File: config.mk
export PLATFORM = sky130hd
export DESIGN_NAME = sarseq_top
export DESIGN_NICKNAME = d
export VERILOG_FILES = /design/src/hw/sarseq_pkg.sv /design/src/hw/sarseq_approx.sv /design/src/hw/sarseq_top.sv
export SDC_FILE = /design/constraint.sdc
export NUM_CORES = 1
export LEC_CHECK = 0
export BUFFER_PORTS_ARGS = -buffer_cell sky130_fd_sc_hd__buf_4
export CAP_MARGIN = 5
export CORE_AREA = 4 4 137 139
export CTS_CLUSTER_DIAMETER = 150
export DETAILED_ROUTE_END_ITERATION = 12
export DIE_AREA = 0 0 141 143
export PLACE_DENSITY = 0.67
export SYNTH_ARGS = -nofsm -noshare
export SYNTH_HDL_FRONTEND = slang
export SYNTH_HIERARCHICAL = 1
export SYNTH_SLANG_ARGS = --single-unit
export TNS_END_PERCENT = 50
File: constraint.sdc
create_clock -name clk_in -period 4.7 [get_ports clk_in]
set_input_delay 1.41 -clock clk_in [delete_from_list [all_inputs] [get_ports clk_in]]
set_output_delay 1.41 -clock clk_in [all_outputs]
set_load 0.01 [all_outputs]
File: src/hw/sarseq_pkg.sv
// constants and carrier types of the sar converter sequencer
// assumes one 10 MHz peripheral clock for all users
package sarseq_pkg;
	localparam int CLK_PERIOD_NS = 100;
	localparam int SETTLE_NS     = 1000;
	localparam int SETTLE_CYC    = (SETTLE_NS + CLK_PERIOD_NS - 1) / CLK_PERIOD_NS;
	localparam int RES_BITS      = 10;
	localparam int RESULT_W      = 16;
	localparam int PINS          = 8;
	// ******************************
	// register byte addresses
	// ******************************
	localparam logic [15:0] A_LATCH  = 16'hff02;
	localparam logic [15:0] A_RES_LO = 16'hff08;
	localparam logic [15:0] A_RES_HI = 16'hff09;
	localparam logic [15:0] A_RES_B  = 16'hff0a;
	localparam logic [15:0] A_DIR    = 16'hff22;
	localparam logic [15:0] A_CTRL   = 16'hff28;
	localparam logic [15:0] A_CHAN   = 16'hff29;
	localparam logic [15:0] A_STAT   = 16'hff2a;
	localparam logic [15:0] A_CFG    = 16'hff2f;
	// ******************************
	// reset values and fields
	// ******************************
	localparam logic [7:0]  DIR_RST   = 8'hff;
	localparam logic [7:0]  CTRL_RST  = 8'h00;
	localparam logic [7:0]  LATCH_RST = 8'h00;
	localparam logic [2:0]  CHAN_RST  = 3'h0;
	localparam logic [3:0]  CFG_RST   = 4'h0;
	localparam logic [15:0] WORD_RST  = 16'h0000;
	localparam logic [7:0]  BYTE_RST  = 8'h00;
	localparam logic [3:0]  CFG_ALL_D = 4'h8;
	localparam logic [7:0]  CTRL_MASK = 8'hbf;
	localparam int B_ENABLE = 0;
	localparam int B_LV_LO  = 1;
	localparam int B_LV_HI  = 2;
	localparam int B_FR_LSB = 3;
	localparam int B_FR_MSB = 5;
	localparam int B_START  = 7;
	localparam int S_BUSY   = 0;
	localparam int S_SAMP   = 1;
	localparam int S_BAD    = 2;
	localparam int S_READY  = 3;
	localparam logic [7:0] SAMPLE_BASE = 8'h04;
	// cycles per comparison step, indexed by the clock ratio field
	function automatic logic [7:0] step_cyc(input logic [2:0] fr);
		case (fr)
			3'h0:    step_cyc = 8'h02;
			3'h1:    step_cyc = 8'h03;
			3'h2:    step_cyc = 8'h04;
			3'h3:    step_cyc = 8'h06;
			3'h4:    step_cyc = 8'h08;
			3'h5:    step_cyc = 8'h0c;
			3'h6:    step_cyc = 8'h10;
			default: step_cyc = 8'h18;
		endcase
	endfunction
	// longer sampling for the lower reference ranges
	function automatic logic [7:0] samp_cyc(input logic [1:0] lv);
		samp_cyc = SAMPLE_BASE * ({6'h00, lv} + 8'h01);
	endfunction
	typedef struct packed {
		logic [15:0] addr;
		logic [7:0]  wdata;
		logic        wr;
		logic        rd;
	} sarseq_bus_t;
	typedef enum {ST_IDLE, ST_SAMPLE, ST_COMPARE} sarseq_state_t;
endpackage

File: src/hw/sarseq_approx.sv
// successive approximation value with its one-hot trial bit
// assumes the sequencer pulses load once per conversion, then decide once per bit
module sarseq_approx #(
	parameter int BITS = 10
) (
	input  wire logic            clk_in,
	input  wire logic            rst_b_in,
	input  wire logic            load_in,
	input  wire logic            decide_in,
	input  wire logic            comp_in,
	output logic [BITS-1:0]      value_out,
	output logic                 last_out
);
	logic [BITS-1:0] probe;
	localparam logic [BITS-1:0] TOP = {1'b1, {(BITS-1){1'b0}}};
	// first step asks for the half-reference tap
	always_ff @(posedge clk_in or negedge rst_b_in)
		if (!rst_b_in)
		begin
			value_out <= '0;
			probe     <= '0;
		end
		else if (load_in)
		begin
			value_out <= TOP;
			probe     <= TOP;
		end
		else if (decide_in)
		begin
			// keep the trial bit on input >= tap, then try the next lower bit
			if (probe[0])
				value_out <= comp_in ? value_out : value_out & ~probe;
			else
				value_out <= (comp_in ? value_out : value_out & ~probe) | (probe >> 1);
			if (!probe[0])
				probe <= probe >> 1;
		end
	assign last_out = probe[0];
endmodule // sarseq_approx

File: src/hw/sarseq_top.sv
// sar converter sequencer: registers, pin function decode, sample and convert control
// assumes a synchronous cpu strobe bus and an external comparator with tap network
module sarseq_top #(
	parameter int RES_BITS = sarseq_pkg::RES_BITS
) (
	input  wire logic                  clk_in,
	input  wire logic                  rst_b_in,
	input  wire sarseq_pkg::sarseq_bus_t bus_in,
	output logic [7:0]                 rdata_out,
	input  wire logic [7:0]            shared_port_pins_in,
	output logic [7:0]                 shared_port_pins_out,
	output logic [7:0]                 shared_port_pins_oe_b_out,
	input  wire logic                  comparator_in,
	output logic                       comparator_enable_out,
	output logic [2:0]                 channel_code_out,
	output logic [7:0]                 analog_inputs_out,
	output logic [7:0]                 convert_select_out,
	output logic                       sample_out,
	output logic                       hold_out,
	output logic [RES_BITS-1:0]        tap_code_out,
	output logic                       conversion_done_irq_out
);
	localparam int ZB = sarseq_pkg::RESULT_W - RES_BITS;
	localparam logic [RES_BITS-1:0] TAP_HALF = {1'b1, {(RES_BITS-1){1'b0}}};

	// the result word and byte layouts need 8..15 bits of resolution
	if (RES_BITS < 8 || RES_BITS > 15)
	begin : g_bad_res
		$error("sarseq_top: RES_BITS must be 8 to 15");
	end

	// ****************************************
	// reset release
	// ****************************************
	logic rst_meta_b;
	logic rst_b;
	always_ff @(posedge clk_in or negedge rst_b_in)
		if (!rst_b_in)
		begin
			rst_meta_b <= 1'b0;
			rst_b      <= 1'b0;
		end
		else
		begin
			rst_meta_b <= 1'b1;
			rst_b      <= rst_meta_b;
		end

	// ****************************************
	// register file
	// ****************************************
	logic [7:0]                dir;
	logic [7:0]                latch;
	logic [7:0]                ctrl;
	logic [2:0]                chan;
	logic [3:0]                cfg;
	logic [15:0]               res_word;
	logic [7:0]                res_byte;
	logic [7:0]                next_ctrl;
	logic                      next_start;
	logic                      wr_dir;
	logic                      wr_latch;
	logic                      wr_ctrl;
	logic                      wr_chan;
	logic                      wr_cfg;
	sarseq_pkg::sarseq_state_t state;
	sarseq_pkg::sarseq_state_t next_state;
	logic [7:0]                cnt;
	logic [7:0]                run_step;
	logic [7:0]                run_samp;
	logic [7:0]                settle;
	logic [7:0]                analog;
	logic [7:0]                port_rd;
	logic                      bad_cfg;
	logic [RES_BITS-1:0]       fin;
	logic                      last;
	logic                      load_samp;
	logic                      enter_cmp;
	logic                      decide;
	logic                      commit;

	assign wr_dir   = bus_in.wr && (bus_in.addr == sarseq_pkg::A_DIR);
	assign wr_latch = bus_in.wr && (bus_in.addr == sarseq_pkg::A_LATCH);
	assign wr_ctrl  = bus_in.wr && (bus_in.addr == sarseq_pkg::A_CTRL);
	assign wr_chan  = bus_in.wr && (bus_in.addr == sarseq_pkg::A_CHAN);
	assign wr_cfg   = bus_in.wr && (bus_in.addr == sarseq_pkg::A_CFG);
	// a control write acts in its own cycle, so a stop never lets one more step run
	assign next_ctrl  = wr_ctrl ? (bus_in.wdata & sarseq_pkg::CTRL_MASK) : ctrl;
	assign next_start = next_ctrl[sarseq_pkg::B_START];

	// port direction and output latch
	always_ff @(posedge clk_in or negedge rst_b)
		if (!rst_b)
		begin
			dir   <= sarseq_pkg::DIR_RST;
			latch <= sarseq_pkg::LATCH_RST;
		end
		else
		begin
			if (wr_dir)
				dir <= bus_in.wdata;
			if (wr_latch)
				latch <= bus_in.wdata;
		end

	// converter control, channel code and pin configuration
	always_ff @(posedge clk_in or negedge rst_b)
		if (!rst_b)
		begin
			ctrl <= sarseq_pkg::CTRL_RST;
			chan <= sarseq_pkg::CHAN_RST;
			cfg  <= sarseq_pkg::CFG_RST;
		end
		else
		begin
			ctrl <= next_ctrl;
			if (wr_chan)
				chan <= bus_in.wdata[2:0];
			if (wr_cfg)
				cfg <= bus_in.wdata[3:0];
		end

	// comparator settling count, shown in status; starting early is allowed but unsettled
	always_ff @(posedge clk_in or negedge rst_b)
		if (!rst_b)
			settle <= 8'h00;
		else if (!ctrl[sarseq_pkg::B_ENABLE])
			settle <= 8'h00;
		else if (settle != 8'(sarseq_pkg::SETTLE_CYC))
			settle <= settle + 8'h01;

	// ****************************************
	// pin function decode
	// ****************************************
	for (genvar i = 0; i < sarseq_pkg::PINS; i++)
	begin : g_pin
		// pins at and above the config code are analog; codes above 8 fall back to digital
		assign analog[i] = (cfg <= sarseq_pkg::CFG_ALL_D) && (4'(i) >= cfg);
		assign port_rd[i] = analog[i] ? 1'b0 :
			(dir[i] ? shared_port_pins_in[i] : latch[i]);
		always_ff @(posedge clk_in or negedge rst_b)
			if (!rst_b)
			begin
				shared_port_pins_oe_b_out[i] <= 1'b1;
				shared_port_pins_out[i]      <= 1'b0;
				analog_inputs_out[i]         <= 1'b0;
				convert_select_out[i]        <= 1'b0;
			end
			else
			begin
				// analog pins keep the buffer off, so the latch cannot disturb them
				shared_port_pins_oe_b_out[i] <= dir[i] | analog[i];
				shared_port_pins_out[i]      <= latch[i];
				analog_inputs_out[i]         <= analog[i] & dir[i];
				convert_select_out[i]        <= analog[i] & dir[i] & (chan == 3'(i));
			end
	end
	// analog pin left in output mode is the prohibited case
	assign bad_cfg = |(analog & ~dir);

	// ****************************************
	// conversion sequencer
	// ****************************************
	always_comb
	begin
		next_state = state;
		if (!next_start)
			next_state = sarseq_pkg::ST_IDLE;
		else if (wr_chan)
			next_state = sarseq_pkg::ST_SAMPLE;
		else
			case (state)
				sarseq_pkg::ST_IDLE:
					next_state = sarseq_pkg::ST_SAMPLE;
				sarseq_pkg::ST_SAMPLE:
					if (cnt == 8'h00)
						next_state = sarseq_pkg::ST_COMPARE;
				sarseq_pkg::ST_COMPARE:
					if (cnt == 8'h00 && last)
						next_state = sarseq_pkg::ST_SAMPLE;
				default:
					next_state = sarseq_pkg::ST_IDLE;
			endcase
	end

	assign load_samp = (next_state == sarseq_pkg::ST_SAMPLE) &&
		(state != sarseq_pkg::ST_SAMPLE || wr_chan);
	assign enter_cmp = (state == sarseq_pkg::ST_SAMPLE) &&
		(next_state == sarseq_pkg::ST_COMPARE);
	assign decide = (state == sarseq_pkg::ST_COMPARE) && (cnt == 8'h00) &&
		next_start && !wr_chan;
	// a control or config write at the last step wins: no result, no pulse
	assign commit = decide && last && !wr_ctrl && !wr_cfg;
	assign fin = comparator_in ? tap_code_out : (tap_code_out & ~RES_BITS'(1));

	always_ff @(posedge clk_in or negedge rst_b)
		if (!rst_b)
			state <= sarseq_pkg::ST_IDLE;
		else
			state <= next_state;

	// step lengths are frozen per conversion so the timing stays exact
	always_ff @(posedge clk_in or negedge rst_b)
		if (!rst_b)
		begin
			cnt      <= 8'h00;
			run_step <= 8'h01;
			run_samp <= 8'h01;
		end
		else if (load_samp)
		begin
			run_samp <= sarseq_pkg::samp_cyc(next_ctrl[sarseq_pkg::B_LV_HI:sarseq_pkg::B_LV_LO]);
			run_step <= sarseq_pkg::step_cyc(next_ctrl[sarseq_pkg::B_FR_MSB:sarseq_pkg::B_FR_LSB]);
			cnt      <= sarseq_pkg::samp_cyc(next_ctrl[sarseq_pkg::B_LV_HI:sarseq_pkg::B_LV_LO])
				- 8'h01;
		end
		else if (enter_cmp || (decide && !last))
			cnt <= run_step - 8'h01;
		else if (cnt != 8'h00)
			cnt <= cnt - 8'h01;

	sarseq_approx #(
		.BITS (RES_BITS)
	) u_approx (
		.clk_in    (clk_in),
		.rst_b_in  (rst_b),
		.load_in   (enter_cmp),
		.decide_in (decide),
		.comp_in   (comparator_in),
		.value_out (tap_code_out),
		.last_out  (last)
	);

	// results and done pulse move together
	always_ff @(posedge clk_in or negedge rst_b)
		if (!rst_b)
		begin
			res_word                <= sarseq_pkg::WORD_RST;
			res_byte                <= sarseq_pkg::BYTE_RST;
			conversion_done_irq_out <= 1'b0;
		end
		else
		begin
			conversion_done_irq_out <= commit;
			if (commit)
			begin
				res_word <= {fin, {ZB{1'b0}}};
				res_byte <= fin[RES_BITS-1 -: 8];
			end
		end

	// analog side controls
	always_ff @(posedge clk_in or negedge rst_b)
		if (!rst_b)
		begin
			comparator_enable_out <= 1'b0;
			channel_code_out      <= sarseq_pkg::CHAN_RST;
			sample_out            <= 1'b0;
			hold_out              <= 1'b0;
		end
		else
		begin
			comparator_enable_out <= next_ctrl[sarseq_pkg::B_ENABLE];
			channel_code_out      <= wr_chan ? bus_in.wdata[2:0] : chan;
			sample_out            <= next_state == sarseq_pkg::ST_SAMPLE;
			hold_out              <= next_state == sarseq_pkg::ST_COMPARE;
		end

	// ****************************************
	// read port
	// ****************************************
	always_ff @(posedge clk_in or negedge rst_b)
		if (!rst_b)
			rdata_out <= 8'h00;
		else if (!bus_in.rd)
			rdata_out <= 8'h00;
		else if (bus_in.addr == sarseq_pkg::A_DIR)
			rdata_out <= dir;
		else if (bus_in.addr == sarseq_pkg::A_LATCH)
			rdata_out <= port_rd;
		else if (bus_in.addr == sarseq_pkg::A_CTRL)
			rdata_out <= ctrl;
		else if (bus_in.addr == sarseq_pkg::A_CHAN)
			rdata_out <= {5'h00, chan};
		else if (bus_in.addr == sarseq_pkg::A_CFG)
			rdata_out <= {4'h0, cfg};
		else if (bus_in.addr == sarseq_pkg::A_RES_LO)
			rdata_out <= res_word[7:0];
		else if (bus_in.addr == sarseq_pkg::A_RES_HI)
			rdata_out <= res_word[15:8];
		else if (bus_in.addr == sarseq_pkg::A_RES_B)
			rdata_out <= res_byte;
		else if (bus_in.addr == sarseq_pkg::A_STAT)
			rdata_out <= {4'h0,
				settle == 8'(sarseq_pkg::SETTLE_CYC),
				bad_cfg,
				state == sarseq_pkg::ST_SAMPLE,
				state != sarseq_pkg::ST_IDLE};
		else
			rdata_out <= 8'h00;

	// ****************************************
	// checks
	// ****************************************
	logic [15:0] since_load;
	logic [15:0] conv_exp;
	always_ff @(posedge clk_in or negedge rst_b)
		if (!rst_b)
		begin
			since_load <= 16'h0000;
			conv_exp   <= 16'h0000;
		end
		else
		begin
			since_load <= load_samp ? 16'h0000 : since_load + 16'h0001;
			conv_exp   <= {8'h00, run_samp} + 16'(RES_BITS) * {8'h00, run_step};
		end
endmodule // sarseq_top

==> summary.txt <==
Worst setup path
  • Worst Path Required: roughly 5 ns
  • Worst R2R Start: state[10]$_DFF_PN0_
  • CP startpoint kind: input pin
  • Worst path arrival time: roughly 4.2 ns
  • R2R depth: 6
  • Worst-path fanout max: 5
  • Setup CP Type: in -> reg
  • R2R Setup Slk: roughly 1.7 ns
  • R2R Path End: res_byte[4]$_DFFE_PN0P_
  • Critical path capture point type: flip-flop

STA
  • Total Neg Setup Slack: 0 ns
  • RSZ-0062 raised after global routing: no
  • Fmax: ~260 MHz
  • Final hold violations: 0
  • Fin crit share: 83.4%
  • Clk_skew: around 0.018 ns
  • Rel. slew slack: approximately a third
  • Slew Limit Fails: 0
  • Worst-Margin Slew: about 1 ns
  • Minimum clock period: between 3 and 4 ns
  • Final Setup Violations: 0
  • Setup ws final: slightly below 0.8 ns

Logic synthesis
  • Multiplexer share of the synthesized area: approximately 8.2%
  • Synth top area share: between 50% and 60%
  • Yosys warnings: 6
  • Dominant synthesized flop cell: dfrtp_1
  • Post-synth ARST share: between 90% and 100%
  • Register bit total from synthesis: about 160
  • XOR/XNOR Fraction of Synth Area: roughly 1.5%
  • Cell Area, Synth: 6570 um2
  • Post-Syn Instances: 535
  • Top-count cell post-synth: dfrtp_1
  • Compound-Gate Fraction of Synth Area: 11.3%
  • Cell taking the most area after synthesis: dfrtp_1
  • Avg Synthesized Cell Area: roughly 12 um2
  • Sequential cell area fraction in the yosys report: roughly 60%
  • Post-synth EDFFs: 0
  • Largest family of logic cells by synthesized area: simple AND/OR/NAND/NOR gates
  • Synth unique cells: between 70 and 80
  • Adder-cell share of the synthesized area: 0.571%
  • Synth Area in Simple Gates: around 16%
  • Commonest cells in the netlist: dfrtp_1, nand2_1, a21oi_1, mux2_2, nor2_1
  • Synth top area cells: dfrtp_1, dfstp_2, mux2_2

CTS
  • CTS tree: built
  • CTS buffer count: 17
  • Hold_buf cts: 0
  • Skew-Pair Late Insertion Delay: ~0.43 ns
  • H-tree Lvls: 4
  • Resized Gates After CTS: 0
  • Clock sink total: roughly 160
  • Root buf cell: clkbuf_16
  • Post-CTS Setup Inserts: 0
  • Worst-path clk slew: 0.06 ns
  • Maximum clock path buffer count: 2

Cells and area
  • Largest registers: state: 32 flops, u_approx/probe: 10 flops, u_approx/value_out: 10 flops
  • # fillers: 1623
  • # diodes: 0
  • Syn-to-layout area delta: 24.9%
  • Share of layout cells above drive strength 1: about 32%
  • Largest Register: state
  • Nets: a little over 700
  • Max FFs per register: 32

Drt
  • DR vias/cell: approximately 5.2
  • Wirelength per Cell: between 15 and 20 um
  • # DRC: 0
  • Vias: about 4700
  • DR iter-0 viols: 508
  • Remaining antenna violation count after routing: 0
  • DR pass1 iterations: 5
  • Final WL: 15.6 mm

Global routing
  • Largest net degree at the start of global routing: between 80 and 90
  • Grt total ovfl: 0
  • First-pass GRT wire length: around 25 mm
  • Initial antenna violation count: 0
  • Vias in the first global route: around 4600
  • Gr usage total: between 15 and 20%

Placement
  • Place WS: 0.396 ns
  • IO buf count: 93
  • Gp weighted congestion: around 0.84
  • HPWL after detailed placement: approximately 11 mm

Power and ir drop
  • Pwr/cell area: about 330 nW/um2
  • Power, Total: about 0.0027 W
  • Max rail drop VDD: approximately 0.27 mV
  • Leakage Power: 3.90 nW

Worst hold path
  • Min-Delay Endpoint: rst_b$_DFF_PN0_
  • Hold WC Path Type: reg -> reg
  • Hold_sp: rst_meta_b$_DFF_PN0_
  • Hold-critical path depth: 0

Floorplanning
  • Core Rows: 49
  • Ports: 94
  • DIE AREA: between 20000 and 25000 um2
  • Die height: between 100 and 150 um
  • Die width: between 100 and 150 um
  • Starting Density: 37.2%
  • Core Box Area: about 18000 um2

Outcome
  • Status: finished, final reports clean

Flow run
  • Max-Cap Viols: 0
-- through the flow --
| step | hold slack (ns) | utilization [%] | instance area [um2] | cells |
|---|---|---|---|---|
| floorplan | 0.331 | - | 6680 | 564 |
| global placement | 0.340 | 43.3 | 7650 | 879 |
| detailed placement | 0.339 | 43.3 | 7650 | 879 |
| CTS | 0.359 | 46.5 | 8200 | 911 |
| global route | 0.369 | 46.5 | 8200 | 911 |
| finish | 0.356 | 46.5 | 8200 | 911 |
-- worst max path at each step --
stage | from | slack (ns) | endpoint | depth (start not counted)
after floorplan | rst_b$_DFF_PN0_ | 0.001 | analog_inputs_out[0]$_DFF_PN0_ | 0
after global placement | bus_in[11] | 0.46 | cnt[4]$_DFFE_PN0P_ | 13
after detailed placement | bus_in[11] | 0.40 | res_byte[4]$_DFFE_PN0P_ | 8
after CTS | bus_in[11] | 0.82 | cnt[4]$_DFFE_PN0P_ | 13
after global routing | bus_in[11] | 0.66 | cnt[4]$_DFFE_PN0P_ | 13
final | bus_in[11] | 0.78 | cnt[4]$_DFFE_PN0P_ | 13
-- report_power, final --
| group | switching, W | internal (W) |
|---|---|---|
| Sequential | 0.0000186 | 0.00138 |
| Combinational | 0.0000375 | 0.0000277 |
| Clock | 0.000584 | 0.000692 |
-- cell type report --
class / count / area [um2] / area share [%]
Sequential cell: 158 / 3980 / 48.5
Tap cell: 229 / 287 / 3.49
Clock buffer: 17 / 425 / 5.19
Timing Repair Buffer: 103 / 773 / 9.43
Multi-Input combinational cell: 372 / 2550 / 31.1
Inverter: 17 / 63.8 / 0.778
Clock inverter: 15 / 124 / 1.51
-- logic make-up (layout without fill, tap and decap cells) --
kind of cell | Yosys count | count (layout)
adder cells (fa/ha/maj) | 3 | 3
XOR/XNOR | 11 | 11
AO/OA/AOI/OAI | 108 | 108
AND/OR/NAND/NOR | 173 | 173
other | 2 | 31
buffers and inverters | 34 | 152
multiplexers | 46 | 46
flip-flops | 158 | 158
-- cells in the final DEF, fill, tap and decap left out, types with 9 or more instances in the layout --
cell type | synthesis | routed
and2_1 | 14 | 14
a21oi_1 | 34 | 34
or2_2 | 9 | 9
nor2_1 | 22 | 22
nand3_1 | 9 | 9
nand2_1 | 39 | 39
clkbuf_16 | 0 | 17
dfrtp_1 | 141 | 140
conb_1 | 2 | 31
dfstp_2 | 17 | 17
xnor2_1 | 9 | 9
nor3_1 | 15 | 15
mux2i_1 | 9 | 9
nor4_1 | 11 | 11
o21ai_0 | 15 | 15
mux2_2 | 29 | 29
buf_4 | 0 | 103
inv_1 | 17 | 17
-- worst max-delay path: stages --
cell and delay [ns]:
buf_4 0.13, or4b_4 0.60, nor4_4 0.36, a21boi_0 0.24
o2111ai_1 0.30, nor2_1 0.11, a21oi_1 0.19, ha_1 0.20
nand2_1 0.11, o311ai_0 0.30, nor2_1 0.07, a21oi_1 0.11
a21oi_1 0.08
-- routing by layer --
| layer | routed length (um) | up-vias | share of wire, % | global-route usage (%) |
|---|---|---|---|---|
| met1 | 6680 | 2330 | 43 | 21.4 |
| met4 | 275 | 0 | 1.8 | 5.20 |
| met5 | 0 | - | 0 | 0 |
| li1 | - | 2174 | - | - |
| met2 | 7540 | 182 | 48 | 25.7 |
| met3 | 1130 | 24 | 7.2 | 4.39 |
Note: power is estimated with default switching activity, not from simulation.
